<file path="src/verilog/abo_pkg.sv">
// Package for the bias/offset, persistent-memory and soft-reset block.
// Assumes a single 10 MHz core clock and a byte-wide register port.
package abo_pkg;

    // ------------------------------------------------------------------
    // Register addresses
    // ------------------------------------------------------------------
    localparam logic [6:0] ADDR_CMD        = 7'h7e;
    localparam logic [6:0] ADDR_PWR_CFG    = 7'h7c;
    localparam logic [6:0] ADDR_BIAS_Z     = 7'h73;
    localparam logic [6:0] ADDR_BIAS_Y     = 7'h72;
    localparam logic [6:0] ADDR_BIAS_X     = 7'h71;
    localparam logic [6:0] ADDR_PERSIST    = 7'h70;
    localparam logic [6:0] ADDR_PROG_CFG   = 7'h6a;
    localparam logic [6:0] ADDR_STATUS     = 7'h03;

    // ------------------------------------------------------------------
    // Field positions and reset values
    // ------------------------------------------------------------------
    localparam int         BIT_ADV_PS      = 0;
    localparam int         BIT_PROG_UNLOCK = 1;
    localparam int         BIT_COMP_EN     = 3;
    localparam int         BIT_CMD_RDY     = 4;
    localparam logic [7:0] RST_PWR_CFG     = 8'h03;
    localparam logic [7:0] RST_ZERO        = 8'h00;

    // ------------------------------------------------------------------
    // Commands and timing
    // ------------------------------------------------------------------
    localparam logic [7:0] CMD_SOFT_RESET  = 8'hb6;
    localparam logic [7:0] CMD_PROG        = 8'ha0;
    localparam int         CLK_NS          = 100;
    localparam int         LOAD_NS         = 1000;
    localparam int         PROG_NS         = 5000;
    localparam int         SRST_DELAY_NS   = 2000;
    localparam int         LOAD_CYC        = (LOAD_NS / CLK_NS < 1) ? 1 : LOAD_NS / CLK_NS;
    localparam int         PROG_CYC        = (PROG_NS / CLK_NS < 1) ? 1 : PROG_NS / CLK_NS;
    localparam int         SRST_CYC        = (SRST_DELAY_NS + CLK_NS - 1) / CLK_NS;
    localparam int         NV_WORDS        = 4;

    // ------------------------------------------------------------------
    // Types
    // ------------------------------------------------------------------
    typedef enum logic [2:0] {
        ST_SRST = 3'b000,
        ST_LOAD = 3'b001,
        ST_IDLE = 3'b011,
        ST_PROG = 3'b010
    } abo_state_t;

    typedef struct packed {
        logic        wr;
        logic        rd;
        logic [6:0]  addr;
        logic [7:0]  wdata;
    } abo_req_t;

    typedef struct packed {
        logic        valid;
        logic [11:0] x;
        logic [11:0] y;
        logic [11:0] z;
    } abo_smp_t;

endpackage

</file>
<file path="src/verilog/abo_sat_add.sv">
// Saturating adder of one axis sample and its bias correction.
// Assumes sample and bias are two's complement and the bias fits the sample.
`timescale 1ns/100ps
`default_nettype none
module abo_sat_add #(
    parameter int W = 12
) (
    input  wire logic [W-1:0] smp_i,
    input  wire logic [7:0]   bias_i,
    input  wire logic         en_i,
    output logic      [W-1:0] res_o
);
    logic [W:0] sum;
    localparam logic [W-1:0] MAXV = {1'b0, {(W-1){1'b1}}};
    localparam logic [W-1:0] MINV = {1'b1, {(W-1){1'b0}}};

    // ------------------------------------------------------------------
    // Add with clamp
    // ------------------------------------------------------------------
    always_comb begin
        sum = {smp_i[W-1], smp_i} + {{(W-7){bias_i[7]}}, bias_i};
        if (!en_i) begin
            res_o = smp_i;
        end else if (sum[W] != sum[W-1]) begin
            res_o = sum[W] ? MINV : MAXV;
        end else begin
            res_o = sum[W-1:0];
        end
    end
endmodule
`default_nettype wire

</file>
<file path="src/verilog/abo_ctrl.sv">
// Bias correction, persistent-memory image control and soft reset.
// Assumes host requests arrive synchronous to core_clk_i, one per cycle.
// Behaviour
// - Bias from host registers, applied to raw and filtered streams
// - Clamp corrected sample on overflow
// - Bias registers are signed 8-bit
// - Step 3.9 mg, span half g
// - Correct only when compensation enabled
// - Sample after bias write is invalid
// - Image update copies memory to registers
// - Persist register and biases have memory backup
// - Load after reset, ready low meanwhile
// - Programming rewrites the whole memory
// - Ready low during programming, high after
// - Program only when power-save clear
// - No register access during boot
// - Busy: drop writes, reads give status
// - Command 0xb6 starts soft reset
// - Soft reset restores defaults and memory
`timescale 1ns/100ps
`default_nettype none
module abo_ctrl #(
    parameter int W = 12
) (
    input  wire logic              core_clk_i,
    input  wire logic              rst_i,
    input  wire abo_pkg::abo_req_t req_i,
    input  wire abo_pkg::abo_smp_t raw_i,
    input  wire abo_pkg::abo_smp_t filt_i,
    output logic [7:0]             rdata_o,
    output logic                   rvalid_o,
    output logic                   cmd_rdy_o,
    output abo_pkg::abo_smp_t      raw_o,
    output abo_pkg::abo_smp_t      filt_o
);
    abo_pkg::abo_state_t state_r;
    logic [15:0] cnt_r;
    logic [7:0]  nv_mem_r [abo_pkg::NV_WORDS];
    logic [7:0]  bias_r   [3];
    logic [7:0]  persist_r;
    logic [7:0]  pwr_r;
    logic [7:0]  prog_cfg_r;
    logic        skip_r;
    logic        busy;
    logic        wr_ok;
    logic        bias_wr;
    logic [7:0]  status;
    logic [W-1:0] cr [3];
    logic [W-1:0] cf [3];
    logic [W-1:0] rv [3];
    logic [W-1:0] fv [3];

    assign busy    = (state_r != abo_pkg::ST_IDLE);
    assign wr_ok   = req_i.wr && !busy;
    assign bias_wr = wr_ok && (req_i.addr == abo_pkg::ADDR_BIAS_X ||
                               req_i.addr == abo_pkg::ADDR_BIAS_Y ||
                               req_i.addr == abo_pkg::ADDR_BIAS_Z);
    assign status  = {3'h0, !busy, 4'h0};

    // ------------------------------------------------------------------
    // Sequencer: soft-reset delay, load, idle, program
    // ------------------------------------------------------------------
    always_ff @(posedge core_clk_i) begin
        if (rst_i) begin
            state_r <= abo_pkg::ST_LOAD;
            cnt_r   <= 16'(abo_pkg::LOAD_CYC);
        end else begin
            case (state_r)
                abo_pkg::ST_SRST: begin
                    if (cnt_r <= 16'h0001) begin
                        state_r <= abo_pkg::ST_LOAD;
                        cnt_r   <= 16'(abo_pkg::LOAD_CYC);
                    end else begin
                        cnt_r <= cnt_r - 16'h0001;
                    end
                end
                abo_pkg::ST_LOAD, abo_pkg::ST_PROG: begin
                    if (cnt_r <= 16'h0001) begin
                        state_r <= abo_pkg::ST_IDLE;
                        cnt_r   <= 16'h0000;
                    end else begin
                        cnt_r <= cnt_r - 16'h0001;
                    end
                end
                abo_pkg::ST_IDLE: begin
                    if (wr_ok && req_i.addr == abo_pkg::ADDR_CMD) begin
                        if (req_i.wdata == abo_pkg::CMD_SOFT_RESET) begin
                            state_r <= abo_pkg::ST_SRST;
                            cnt_r   <= 16'(abo_pkg::SRST_CYC);
                        end else if (req_i.wdata == abo_pkg::CMD_PROG &&
                                     !pwr_r[abo_pkg::BIT_ADV_PS] &&
                                     prog_cfg_r[abo_pkg::BIT_PROG_UNLOCK]) begin
                            state_r <= abo_pkg::ST_PROG;
                            cnt_r   <= 16'(abo_pkg::PROG_CYC);
                        end
                    end
                end
                default: begin
                    state_r <= abo_pkg::ST_LOAD;
                    cnt_r   <= 16'(abo_pkg::LOAD_CYC);
                end
            endcase
        end
    end

    // ------------------------------------------------------------------
    // Persistent memory contents
    // ------------------------------------------------------------------
    always_ff @(posedge core_clk_i) begin
        if (rst_i) begin
            for (int i = 0; i < abo_pkg::NV_WORDS; i++) begin
                nv_mem_r[i] <= abo_pkg::RST_ZERO;
            end
        end else if (state_r == abo_pkg::ST_IDLE && wr_ok &&
                     req_i.addr == abo_pkg::ADDR_CMD &&
                     req_i.wdata == abo_pkg::CMD_PROG &&
                     !pwr_r[abo_pkg::BIT_ADV_PS] &&
                     prog_cfg_r[abo_pkg::BIT_PROG_UNLOCK]) begin
            nv_mem_r[0] <= persist_r;
            nv_mem_r[1] <= bias_r[0];
            nv_mem_r[2] <= bias_r[1];
            nv_mem_r[3] <= bias_r[2];
        end
    end

    // ------------------------------------------------------------------
    // Image and configuration registers
    // ------------------------------------------------------------------
    always_ff @(posedge core_clk_i) begin
        if (rst_i) begin
            persist_r  <= abo_pkg::RST_ZERO;
            pwr_r      <= abo_pkg::RST_PWR_CFG;
            prog_cfg_r <= abo_pkg::RST_ZERO;
            for (int i = 0; i < 3; i++) begin
                bias_r[i] <= abo_pkg::RST_ZERO;
            end
        end else if (state_r == abo_pkg::ST_SRST) begin
            pwr_r      <= abo_pkg::RST_PWR_CFG;
            prog_cfg_r <= abo_pkg::RST_ZERO;
        end else if (state_r == abo_pkg::ST_LOAD) begin
            persist_r <= nv_mem_r[0];
            bias_r[0] <= nv_mem_r[1];
            bias_r[1] <= nv_mem_r[2];
            bias_r[2] <= nv_mem_r[3];
        end else if (wr_ok) begin
            case (req_i.addr)
                abo_pkg::ADDR_PERSIST:  persist_r  <= req_i.wdata;
                abo_pkg::ADDR_PWR_CFG:  pwr_r      <= req_i.wdata;
                abo_pkg::ADDR_PROG_CFG: prog_cfg_r <= req_i.wdata;
                abo_pkg::ADDR_BIAS_X:   bias_r[0]  <= req_i.wdata;
                abo_pkg::ADDR_BIAS_Y:   bias_r[1]  <= req_i.wdata;
                abo_pkg::ADDR_BIAS_Z:   bias_r[2]  <= req_i.wdata;
                default: begin
                end
            endcase
        end
    end

    // ------------------------------------------------------------------
    // Read path
    // ------------------------------------------------------------------
    always_ff @(posedge core_clk_i) begin
        if (rst_i) begin
            rdata_o   <= abo_pkg::RST_ZERO;
            rvalid_o  <= 1'b0;
            cmd_rdy_o <= 1'b0;
        end else begin
            rvalid_o  <= req_i.rd;
            cmd_rdy_o <= !busy;
            if (busy) begin
                rdata_o <= status;
            end else begin
                case (req_i.addr)
                    abo_pkg::ADDR_PERSIST:  rdata_o <= persist_r;
                    abo_pkg::ADDR_PWR_CFG:  rdata_o <= pwr_r;
                    abo_pkg::ADDR_PROG_CFG: rdata_o <= prog_cfg_r;
                    abo_pkg::ADDR_BIAS_X:   rdata_o <= bias_r[0];
                    abo_pkg::ADDR_BIAS_Y:   rdata_o <= bias_r[1];
                    abo_pkg::ADDR_BIAS_Z:   rdata_o <= bias_r[2];
                    default:                rdata_o <= status;
                endcase
            end
        end
    end

    // ------------------------------------------------------------------
    // Bias correction datapath
    // ------------------------------------------------------------------
    assign rv[0] = raw_i.x;
    assign rv[1] = raw_i.y;
    assign rv[2] = raw_i.z;
    assign fv[0] = filt_i.x;
    assign fv[1] = filt_i.y;
    assign fv[2] = filt_i.z;

    for (genvar a = 0; a < 3; a++) begin : g_axis
        abo_sat_add #(.W(W)) u_raw (
            .smp_i  (rv[a]),
            .bias_i (bias_r[a]),
            .en_i   (persist_r[abo_pkg::BIT_COMP_EN]),
            .res_o  (cr[a])
        );
        abo_sat_add #(.W(W)) u_filt (
            .smp_i  (fv[a]),
            .bias_i (bias_r[a]),
            .en_i   (persist_r[abo_pkg::BIT_COMP_EN]),
            .res_o  (cf[a])
        );
    end

    always_ff @(posedge core_clk_i) begin
        if (rst_i) begin
            skip_r <= 1'b0;
        end else if (bias_wr) begin
            skip_r <= 1'b1;
        end else if (raw_i.valid) begin
            skip_r <= 1'b0;
        end
    end

    always_ff @(posedge core_clk_i) begin
        if (rst_i) begin
            raw_o  <= '0;
            filt_o <= '0;
        end else begin
            raw_o  <= {raw_i.valid && !skip_r && !bias_wr, cr[0], cr[1], cr[2]};
            filt_o <= {filt_i.valid && !skip_r && !bias_wr, cf[0], cf[1], cf[2]};
        end
    end

    // ------------------------------------------------------------------
    // Checks
    // ------------------------------------------------------------------
    property p_busy_ready;
        @(posedge core_clk_i) disable iff (rst_i)
        busy |=> !cmd_rdy_o;
    endproperty
    a_busy_ready: assert property (p_busy_ready) else $error("ready high while busy");

    property p_busy_read;
        @(posedge core_clk_i) disable iff (rst_i)
        (busy && req_i.rd) |=> (rdata_o == $past(status));
    endproperty
    a_busy_read: assert property (p_busy_read) else $error("busy read not status");

    property p_srst;
        @(posedge core_clk_i) disable iff (rst_i)
        (wr_ok && req_i.addr == abo_pkg::ADDR_CMD &&
         req_i.wdata == abo_pkg::CMD_SOFT_RESET) |=> (state_r == abo_pkg::ST_SRST);
    endproperty
    a_srst: assert property (p_srst) else $error("soft reset not taken");

    property p_ps_block;
        @(posedge core_clk_i) disable iff (rst_i)
        (state_r == abo_pkg::ST_IDLE && pwr_r[abo_pkg::BIT_ADV_PS]) |=>
        (state_r != abo_pkg::ST_PROG);
    endproperty
    a_ps_block: assert property (p_ps_block) else $error("program under power save");

    property p_skip;
        @(posedge core_clk_i) disable iff (rst_i)
        bias_wr |=> !raw_o.valid;
    endproperty
    a_skip: assert property (p_skip) else $error("sample after bias write valid");

    property p_bypass;
        @(posedge core_clk_i) disable iff (rst_i)
        !persist_r[abo_pkg::BIT_COMP_EN] |-> (cr[0] == rv[0]);
    endproperty
    a_bypass: assert property (p_bypass) else $error("bias applied while disabled");

    property p_drop_wr;
        @(posedge core_clk_i) disable iff (rst_i)
        (state_r == abo_pkg::ST_PROG && req_i.wr) |=> $stable(pwr_r);
    endproperty
    a_drop_wr: assert property (p_drop_wr) else $error("write taken while busy");

    property p_load;
        @(posedge core_clk_i) disable iff (rst_i)
        (state_r == abo_pkg::ST_LOAD) |=> (bias_r[0] == $past(nv_mem_r[1]));
    endproperty
    a_load: assert property (p_load) else $error("image not loaded");

    property p_prog_copy;
        @(posedge core_clk_i) disable iff (rst_i)
        (state_r == abo_pkg::ST_IDLE) ##1 (state_r == abo_pkg::ST_PROG) |->
        (nv_mem_r[0] == $past(persist_r) && nv_mem_r[1] == $past(bias_r[0]) &&
         nv_mem_r[2] == $past(bias_r[1]) && nv_mem_r[3] == $past(bias_r[2]));
    endproperty
    a_prog_copy: assert property (p_prog_copy) else $error("memory not fully rewritten");

    property p_bad_cmd;
        @(posedge core_clk_i) disable iff (rst_i)
        (wr_ok && req_i.addr == abo_pkg::ADDR_CMD &&
         req_i.wdata != abo_pkg::CMD_SOFT_RESET && req_i.wdata != abo_pkg::CMD_PROG) |=>
        (state_r == abo_pkg::ST_IDLE);
    endproperty
    a_bad_cmd: assert property (p_bad_cmd) else $error("undefined command acted on");

    c_prog: cover property (@(posedge core_clk_i) state_r == abo_pkg::ST_PROG);
    c_srst: cover property (@(posedge core_clk_i) state_r == abo_pkg::ST_SRST);
    c_clamp: cover property (@(posedge core_clk_i) raw_o.valid && raw_o.x == 12'h7ff);
endmodule
`default_nettype wire

</file>
<file path="config.mk">
export PLATFORM = sky130hd
export DESIGN_NAME = abo_ctrl
export DESIGN_NICKNAME = d
export VERILOG_FILES = /design/src/verilog/abo_pkg.sv /design/src/verilog/abo_sat_add.sv /design/src/verilog/abo_ctrl.sv
export SDC_FILE = /design/constraint.sdc
export NUM_CORES = 1
export LEC_CHECK = 0
export ABC_CLOCK_PERIOD_IN_PS = 4100
export BUFFER_PORTS_ARGS = -buffer_cell sky130_fd_sc_hd__buf_2
export CAP_MARGIN = 20
export CORE_MARGIN = 2
export CORE_UTILIZATION = 55
export DETAILED_ROUTE_END_ITERATION = 6
export PLACE_DENSITY = 0.8
export SYNTH_ARGS = -nofsm -noshare
export SYNTH_HDL_FRONTEND = slang
export SYNTH_SLANG_ARGS = --single-unit
</file>
<file path="constraint.sdc">
create_clock -name core_clk_i -period 4.1 [get_ports core_clk_i]
set_input_delay 0.82 -clock core_clk_i [delete_from_list [all_inputs] [get_ports core_clk_i]]
set_output_delay 0.82 -clock core_clk_i [all_outputs]
set_load 0.02 [all_outputs]
</file>
Word level (Yosys, flattened, before mapping)

Memory sizes are Yosys's and may differ from the RTL's.
Cells that the tools add are included.

Flip-flop bits (word level): 128
Bits in writable memories: 56
Memories kept: 2
Word-level logic and storage cells: 169
Bits in read-only memories: 0
Input port bits: 93
Latch bits: 0

$add $sub $neg: 7
Bitwise logic cells: 12
Divide/modulo/power cells: 0
Order comparisons: 1
Multiply operators: 0
Eq/ne operators: 23
Mux-type cells: 74
Shift-type cells: 0
Reduce and logical (&&, ||, !) cells: 32

Memory list:

| memory   | depth | bits a word | rd ports | clocked after Yosys merged registers in | write ports | line           | text |
|---|---|---|---|---|---|---|---|
| nv_mem_r | 4     | 8           | 4        | 0                                       | 4           | abo_ctrl.sv:38 | `logic [7:0] nv_mem_r [abo_pkg::NV_WORDS];` |
| bias_r   | 3     | 8           | 3        | 0                                       | 3           | abo_ctrl.sv:39 | `logic [7:0] bias_r [3];` |

Operators by type and width:

| kind                                                                    | count |
|---|---|
| 12-bit two-way mux                                                      | 18 |
| 8-bit two-way mux                                                       | 13 |
| 16-bit two-way mux                                                      | 5 |
| 12-bit by 8-bit adder with 13-bit output                                | 6 |
| 7-bit equality test (second input constant)                             | 7 |
| 16-bit one-hot mux with 3 select lines                                  | 1 |
| 8-bit one-hot mux with 6 select lines                                   | 1 |
| 1-bit two-way mux                                                       | 29 |
| 8-bit equality test (second input constant)                             | 2 |
| 16-bit by 1-bit <= comparator with 1-bit output (second input constant) | 1 |
| 16-bit by 1-bit subtractor with 16-bit output (second input constant)   | 1 |
| 3-bit two-way mux                                                       | 5 |
| 1-bit logical AND                                                       | 14 |
| 1-bit OR                                                                | 10 |
| 3-bit one-hot mux with 3 select lines                                   | 1 |
| 3-bit AND reduction                                                     | 3 |
| 3-bit by 2-bit equality test with 1-bit output (second input constant)  | 2 |
| 1-bit inequality test                                                   | 6 |
| 2-bit inequality test (second input constant)                           | 3 |
| 2-bit nonzero test                                                      | 3 |
| 2-bit OR reduction                                                      | 3 |
| 5-bit two-way mux                                                       | 1 |
| 1-bit zero test                                                         | 4 |
| 4-bit AND reduction                                                     | 1 |
| 7 further kinds                                                         | 9 |

Depth between registers and ports, before layout

Gate-level depths: netlist of run 1.

Word-level depth: 12
Depth in mapped cells: 11
Depth with buffers taken out: 10

Modules after synthesis

A second synthesis of run 1 with hierarchy kept.

Cells, all modules: 1311
Area total of the unflattened synthesis: 12051.6 um^2

By module, submodules not included:

| module                            | instances | area an instance (um^2) | cells an instance |
|---|---|---|---|
| abo_ctrl                          | 1         | 7185.6                  | 617 |
| abo_sat_add (g_axis[0].u_raw ...) | 5         | 805.8                   | 115 |
| abo_sat_add (g_axis[0].u_filt)    | 1         | 837.1                   | 119 |

Worst setup path after synthesis of run 1

Ideal clock, no wire load.

Path type: input-to-reg
Start point: input req_i[13] in the netlist's numbering
End point: memory nv_mem_r[0][0], enable pin
Setup time: 0.394 ns
Cell stages on the path: 6
Path buffers: 0
Setup slack: 0.988 ns
Arrival: 2.718 ns
Cells stage by stage: nand3_2 or3b_4 or3_1 inv_2 nand3_2 nand2b_1

RTL lines:

| item            | line           | text |
|---|---|---|
| start, declared | abo_ctrl.sv:27 | `input wire abo_pkg::abo_req_t req_i,` |
| end, declared   | abo_ctrl.sv:38 |  |

==> results.md, run 1 <==
- Status: complete, no violations
- Max cap viols: 0
- Iter 0 DRT Violations: around 620
- VDD IR max: approximately 0.36 mV
- Met1 Use GR: around 34%
- DR WL/cell: about 17 microns
- Async set-reset flop share out of synthesis: 0%
- Power per Cell Area: 598 mW/mm^2
- Prevailing post-synth register cell: dfxtp_1
- Die height: roughly 150 microns
- Row count: between 50 and 60
- RR Endpoint: filt_o[6]
- Initial Utilization: ~56%
- Largest area contributor in the netlist: dfxtp_1
- Hpwl dp: approximately 21000 microns
- Final WS setup: between 0.8 and 0.9 ns
- Top post-synthesis cells by area: dfxtp_1 22%, edfxtp_1 15%, ha_1 8.6%, nor2_1 5.8%, a211oi_1 5.1%
- Fraction of layout cells with a size suffix above 1: between 20% and 30%
- Via/cell ratio: approximately 6
- Avg Inst Size Synth: between 9 and 10 sq um
- Met2 global-route usage: 43.2%
- DRT Pass-1 Iters: 5
- Global-route wire length before repair: approximately 45000 microns
- Critical path type: reg -> reg
- R2R Setup Slk: 0.87 ns
- Final worst path period need: approximately 3.2 ns
- Most Used Layer, Global Route: met2
- Area after DPL: roughly 0.013 sq mm
- Max Transition Viols Final: 0
- Post-route DRC: 0
- Hold Buf Count CTS: 0
- Nets: 1557
- Met3 usage: under 10%
- H-tree levels: 4
- CP Capture Type: flip-flop
- Share of the synthesized area in the top cell type: roughly 22%
- Number of buffers added on ports: 176
- CTS Buf Count: 17
- DR vias: 9774
- HP Start: skip_r
- Post-synth EDFFs: 56
- Startpoint Class: flip-flop
- Worst path arrival time: roughly 3.6 ns
- Pleak: about 5.6 nW
- Area of the multi-input gates: 0.00675 sq mm
- Hold Path Depth: 1
- Clock latency at the later pin of the worst-skew pair: around 0.44 ns
- Number of distinct library cells after synthesis: 81
- Sequential-to-total area share from yosys stat: a little under two fifths
- Worst R2R Start: bias_r[0][16]
- TNS Setup: 0 ns
- Design area: about 0.013 sq mm
- Synthesis Warnings: 0
- Reg clk slew, reported paths: around 0.070 ns
- CTS tree: yes
- Post-Syn Area: about 0.011 sq mm
- Max FO, Critical Path: 10
- Worst slack, placed: approximately 0.45 ns
- Syn nets: about 1400
- Worst hold path type: reg -> reg
- Area of the die: 0.0219 sq mm
- Initial antenna violation count: 1
- Req. time, crit path: about 4.5 ns
- Hold Worst Slack: roughly 0.46 ns
- Tot GR Track Use: about a quarter
- Final Hold Viols: 0
- Top-Level Pins: around 180
- Antenna-violating nets left: 0
- Maximum clock rate: between 0.3 and 0.4 GHz
- Root Driver: clkbuf_16
- Flops & latches, synth: between 150 and 200
- Worst reg-to-reg path cell count: 11
- Pin count of the biggest net entering global routing: 75
- Clock tree buffer depth: 2
- # Post-CTS Setup Buffers: 0
- Vias in the first global route: between 9000 and 10000
- Syn-to-layout area delta: 14.9%
- Worst hold endpoint: raw_o[36]
- Max-slew headroom: between 30% and 40%
- Period Utilization, post-route: 78.7%
- Clk sinks: 183
- RSZ-0062 raised after global routing: no
- Fin Clk Skew: ~0.009 ns
- Worst Max-Slew Pin Slew: roughly 0.90 ns
- Die Wd: roughly 150 microns
- Core Box Area: around 0.020 sq mm
- Post-CTS Resized: 0
- Final wirelength: approximately 28000 microns
- Final setup viols: 0
- Cells after Synth: roughly 1200
- Total chip power: slightly below 8 mW
- Sequential cell area: 0.00423 sq mm
- Global route total overflow: 0
- Fillers: 1693
- Placer Congestion: 0.893
==> critical path: stages (launching register included) <==
cell and delay (ns):
edfxtp_1 0.52, ha_1 0.29, inv_1 0.08, fa_1 0.39
nor2b_1 0.17, o2111ai_1 0.19, and3_1 0.24, o31ai_1 0.31
o41ai_2 0.13, clkbuf_4 0.21, maj3_1 0.36, a211oi_1 0.26
==> layout by cell type (no fill, tap or decap), types with 17 or more instances in the layout <==
cell type and instances:
o21ai_0 27, inv_1 41, maj3_1 50, nand2_1 65, dfxtp_1 126, nor2_1 175, nor2b_1 20, ha_1 78
a21oi_1 56, nor3_1 26, a211oi_1 77, xor2_1 39, clkbuf_16 17, buf_4 19, edfxtp_1 56, a22o_1 24
and2_1 32, mux2i_1 41, buf_2 175
==> how the worst max path moves through the flow <==
stage / end / startpoint
3_5_place_dp: filt_o[14] / filt_i[12]
5_1_grt: raw_o[18] / bias_r[0][8]
4_1_cts: filt_o[1] / bias_r[0][16]
2_1_floorplan: nv_mem_r[0][0] / req_i[13]
3_3_place_gp: filt_o[16] / filt_i[12]
6_report: filt_o[6] / bias_r[0][16]
==> synth_stat cells, types with 8 or more instances <==
library cell / number
nand3_1: 15
or2_2: 8
o211ai_1: 11
nand2b_1: 16
clkbuf_1: 40
xnor2_1: 12
a21oi_1: 56
dfxtp_1: 127
o21a_1: 11
xor2_1: 39
edfxtp_1: 56
a311oi_1: 10
a22o_1: 24
nand2_1: 65
mux2i_1: 41
or3_1: 9
and2_1: 32
nor2_1: 175
ha_1: 78
a211oi_1: 77
o21ai_0: 27
inv_1: 41
maj3_1: 50
nor2b_1: 20
nor3_1: 26
buf_2: 14
a221oi_1: 8
a31oi_1: 9
a21o_1: 15
==> area by class of cell <==
class                   count  share of cell area, %
clock inverters            15                   1.08
diodes                      1                 0.0191
clock buffers              17                   3.25
flip-flops and latches    183                   32.3
inverters                  43                   1.23
repair buffers            196                   7.99
multi-input cells         939                   51.5
well taps                 270                   2.58
==> kinds of logic after synthesis <==
| logic type | after synthesis | share of synthesized area [%] |
|---|---|---|
| AOI/OAI and AO/OA | 297 | 18.9 |
| and+or+nand+nor | 408 | 17.8 |
| buffers and inverters | 106 | 3.82 |
| adders and majority gates | 135 | 14.1 |
| DFF | 183 | 37.1 |
| xor gates and xnor gates | 51 | 3.92 |
| muxes | 48 | 4.29 |
==> metrics by stage <==
stage               instances  utilization [%]
floorplan                1228                -
global placement         1630             61.6
detailed placement       1630             61.6
CTS                      1662             64.4
global route             1664             64.5
finish                   1664             64.5
==> sequential cells by signal, indices dropped and copies added (netlist names) <==
| name | count |
|---|---|
| filt_o | 37 |
| prog_cfg_r | 8 |
| cmd_rdy_o | 1 |
| bias_r | 24 |
| rdata_o | 8 |
| nv_mem_r | 32 |
| rvalid_o | 1 |
| skip_r | 1 |
| cnt_r | 16 |
| pwr_r | 8 |
| state_r | 2 |
| raw_o | 37 |
| persist_r | 8 |
==> where the power goes <==
group	internal (mW)	switching [mW]	leakage, nW
combinational	1.55	2.12	3.64
sequential	2.22	0.324	1.66
clock	0.850	0.768	0.269
total	4.62	3.21	5.57
==> layer usage <==
layer | wire length (microns) | up-vias | part of all wire [%]
met5 | 0 | - | 0
met4 | 446 | 0 | 1.6
met3 | 1890 | 38 | 6.7
met2 | 13400 | 338 | 47
met1 | 12700 | 4611 | 45
li1 | - | 4787 | -
Power figures use the tool's default switching activity.
==> inputs of run 2 (changes only) <==
--- a/config.mk
+++ b/config.mk
@@ -5,7 +5,7 @@
 export SDC_FILE = /design/constraint.sdc
 export NUM_CORES = 1
 export LEC_CHECK = 0
-export ABC_CLOCK_PERIOD_IN_PS = 4100
+export ABC_CLOCK_PERIOD_IN_PS = 3000
 export BUFFER_PORTS_ARGS = -buffer_cell sky130_fd_sc_hd__buf_2
 export CAP_MARGIN = 20
 export CORE_MARGIN = 2
==> constraint.sdc (replaced) <==
create_clock -name core_clk_i -period 3 [get_ports core_clk_i]
set_input_delay 0.6 -clock core_clk_i [delete_from_list [all_inputs] [get_ports core_clk_i]]
set_output_delay 0.6 -clock core_clk_i [all_outputs]
set_load 0.02 [all_outputs]
==> run 2 against run 1 <==
Against the previous run:
- global-route usage increased by 0.86 points
- critical path depth down 1
- core utilization rose by 3.1 points
- worst setup slack got worse by 0.82 ns
- clock power rose by 46%
- flip-flop and latch count unchanged
- sequential share of layout area fell by 1.5 points
- combinational power rose by 49%
- cell area is 4.8% higher
- power grew 44%
- critical path type unchanged
- critical endpoint is now filt_o[8]
==> results.md, run 2 (synthesized netlist as in run 1, its figures left out) <==
- Area of the die: 0.0219 sq mm (unchanged)
- Clock latency at the later pin of the worst-skew pair: 0.44 ns (about the same)
- Via/cell ratio: 5.83 (-0.73%)
- Worst hold endpoint: rvalid_o
- RSZ-0062 raised after global routing: yes
- VDD IR max: 0.453 mV (+26%)
- Worst path arrival time: 3.29 ns (-0.28 ns)
- Req. time, crit path: 3.34 ns (-1.11 ns)
- Largest registers: filt_o x37, raw_o x37, nv_mem_r x32
- Clock tree buffer depth: 2 (unchanged)
- DRT Pass-1 Iters: 4 (-1)
- DR WL/cell: 17.1 microns (about the same)
- Placer Congestion: 0.884 (-0.97%)
- R2R Setup Slk: 0.05 ns (-0.82 ns)
- Global route total overflow: 0 (unchanged)
- Nets: 1617 (+3.9%)
- Core Box Area: 0.0203 sq mm (unchanged)
- Antenna-violating nets left: 0 (unchanged)
- Syn-to-layout area delta: 20.4%
- Startpoint Class: flip-flop
- Number of buffers added on ports: 176 (unchanged)
- Die height: 148 microns (unchanged)
- Worst R2R Start: bias_r[0][16]
- Hold Path Depth: 2 (+1)
- Commonest non-fill, non-tap cell in the layout: buf_2
- Power per Cell Area: 821 mW/mm^2 (+37%)
- Worst reg-to-reg path cell count: 10 (-1)
- Top-Level Pins: 177 (unchanged)
- Max cap viols: 0 (unchanged)
- HP Start: req_i[15]
- Pin count of the biggest net entering global routing: 71 (-5.3%)
- Area after DPL: 0.0129 sq mm (+3.1%)
- Clk sinks: 183 (unchanged)
- Worst Max-Slew Pin Slew: 0.830 ns (-0.0718 ns)
- Hold Buf Count CTS: 0 (unchanged)
- Tot GR Track Use: 26.4% (+0.86 points)
- Vias in the first global route: 9604 (+6.0%)
- Post-route DRC: 0 (unchanged)
- Final worst path period need: 2.95 ns (-0.280 ns)
- Hold Worst Slack: 0.376 ns (-0.0816 ns)
- H-tree levels: 4 (unchanged)
- Pleak: 5.90 nW (+6.0%)
- Global-route wire length before repair: 46500 microns (+3.8%)
- Status: complete, no violations
- Final wirelength: 29500 microns (+3.7%)
- Final Hold Viols: 0 (unchanged)
- Initial antenna violation count: 1 (unchanged)
- Fin Clk Skew: 0.00992 ns (+0.00107 ns)
- Iter 0 DRT Violations: 724 (+17%)
- Total chip power: 11.3 mW (+44%)
- Most frequent cells in the layout: 176 x buf_2, 175 x nor2_1, 126 x dfxtp_1
- Worst slack, placed: -0.272 ns (-0.721 ns)
- Critical path type: reg -> reg
- Max Transition Viols Final: 0 (unchanged)
- Initial Utilization: 56.1% (unchanged)
- Worst hold path type: in -> reg
- Maximum clock rate: 0.339 GHz (+9.5%)
- CTS tree: yes
- CP Capture Type: flip-flop
- Max FO, Critical Path: 6 (-4)
- Root Driver: clkbuf_16
- CTS Buf Count: 17 (unchanged)
- Final setup viols: 0 (unchanged)
- RR Endpoint: filt_o[8]
- Period Utilization, post-route: 98.2% (+20 points)
- Design area: 0.0137 sq mm (+4.8%)
- Row count: 52 (unchanged)
- Fraction of layout cells with a size suffix above 1: 24.5% (+4.3 points)
- Reg clk slew, reported paths: 0.07 ns (about the same)
- Max-slew headroom: 44.6% (+4.8 points)
- Die Wd: 148 microns (unchanged)
- Final WS setup: 0.0545 ns (-0.820 ns)
- Hpwl dp: 21600 microns (+3.9%)
- DR vias: 10100 (+2.9%)
## run 2: changes by cell type in the layout (fill, tap and decap cells not counted), sizes merged
cell      delta
buf         +60
bufinv       +1
clkbuf       +2
clkinvlp     -2
inv          -2
o41ai        +1
## run 2: worst max path at each step
stage	start	cells past startpoint	slack (ns)	to
3_3_place_gp	filt_i[0]	11	-0.15	filt_o[1]
3_5_place_dp	filt_i[0]	11	-0.27	filt_o[1]
2_1_floorplan	req_i[13]	6	0.11	nv_mem_r[0][0]
6_report	bias_r[0][16]	10	0.05	filt_o[8]
5_1_grt	bias_r[0][16]	10	-0.03	filt_o[5]
4_1_cts	bias_r[0][16]	10	0.05	filt_o[8]
## run 2: cell type report
type,instances,area [sq um]
Clock buffer,20,489
Multi-Input combinational cell,940,6860
Tap cell,270,338
Inverter,43,161
Fill cell,1637,6590
Sequential cell,183,4230
Timing Repair Buffer,255,1500
Clock inverter,12,133
Antenna cell,1,2.50
## run 2: worst max-delay path, cell delays in order (launching register included)
cell and delay, ns:
edfxtp_1 0.50, ha_2 0.24, inv_1 0.06, fa_1 0.39, nor2b_1 0.17, o2111ai_1 0.13
and3_1 0.24, o31ai_4 0.31, o41ai_4 0.18, maj3_1 0.38, a211oi_1 0.26
## run 2: layer usage
metal	wire (microns)	GRT usage (%)	vias to the layer above
met3	1940	4.66	70
met2	13900	44.3	345
li1	-	-	4936
met4	885	11.0	0
met5	0	0	-
met1	12800	33.8	4702
## run 2: repair_timing
item,CTS,global route
endpoints found under the setup margin,11,54
gates resized for setup,2,18
endpoints found under the hold margin,0,0
cloned,0,1
pin swaps,0,8
buffers inserted,0,9
## run 2: through the flow
stage / std cells / setup TNS, ns / utilization, %
finish: 1724 / 0 / 67.5
global route: 1724 / -0.208 / 67.5
CTS: 1713 / 0 / 66.7
detailed placement: 1681 / -3.41 / 63.6
global placement: 1680 / -1.20 / 63.5
floorplan: 1228 / 0 / -
## run 2: where the power goes
group	internal (mW)	total, mW	switching (mW)
Sequential	3.04	3.44	0.401
Combinational	2.38	5.47	3.09
Clock	1.36	2.36	0.999
Total	6.77	11.3	4.49
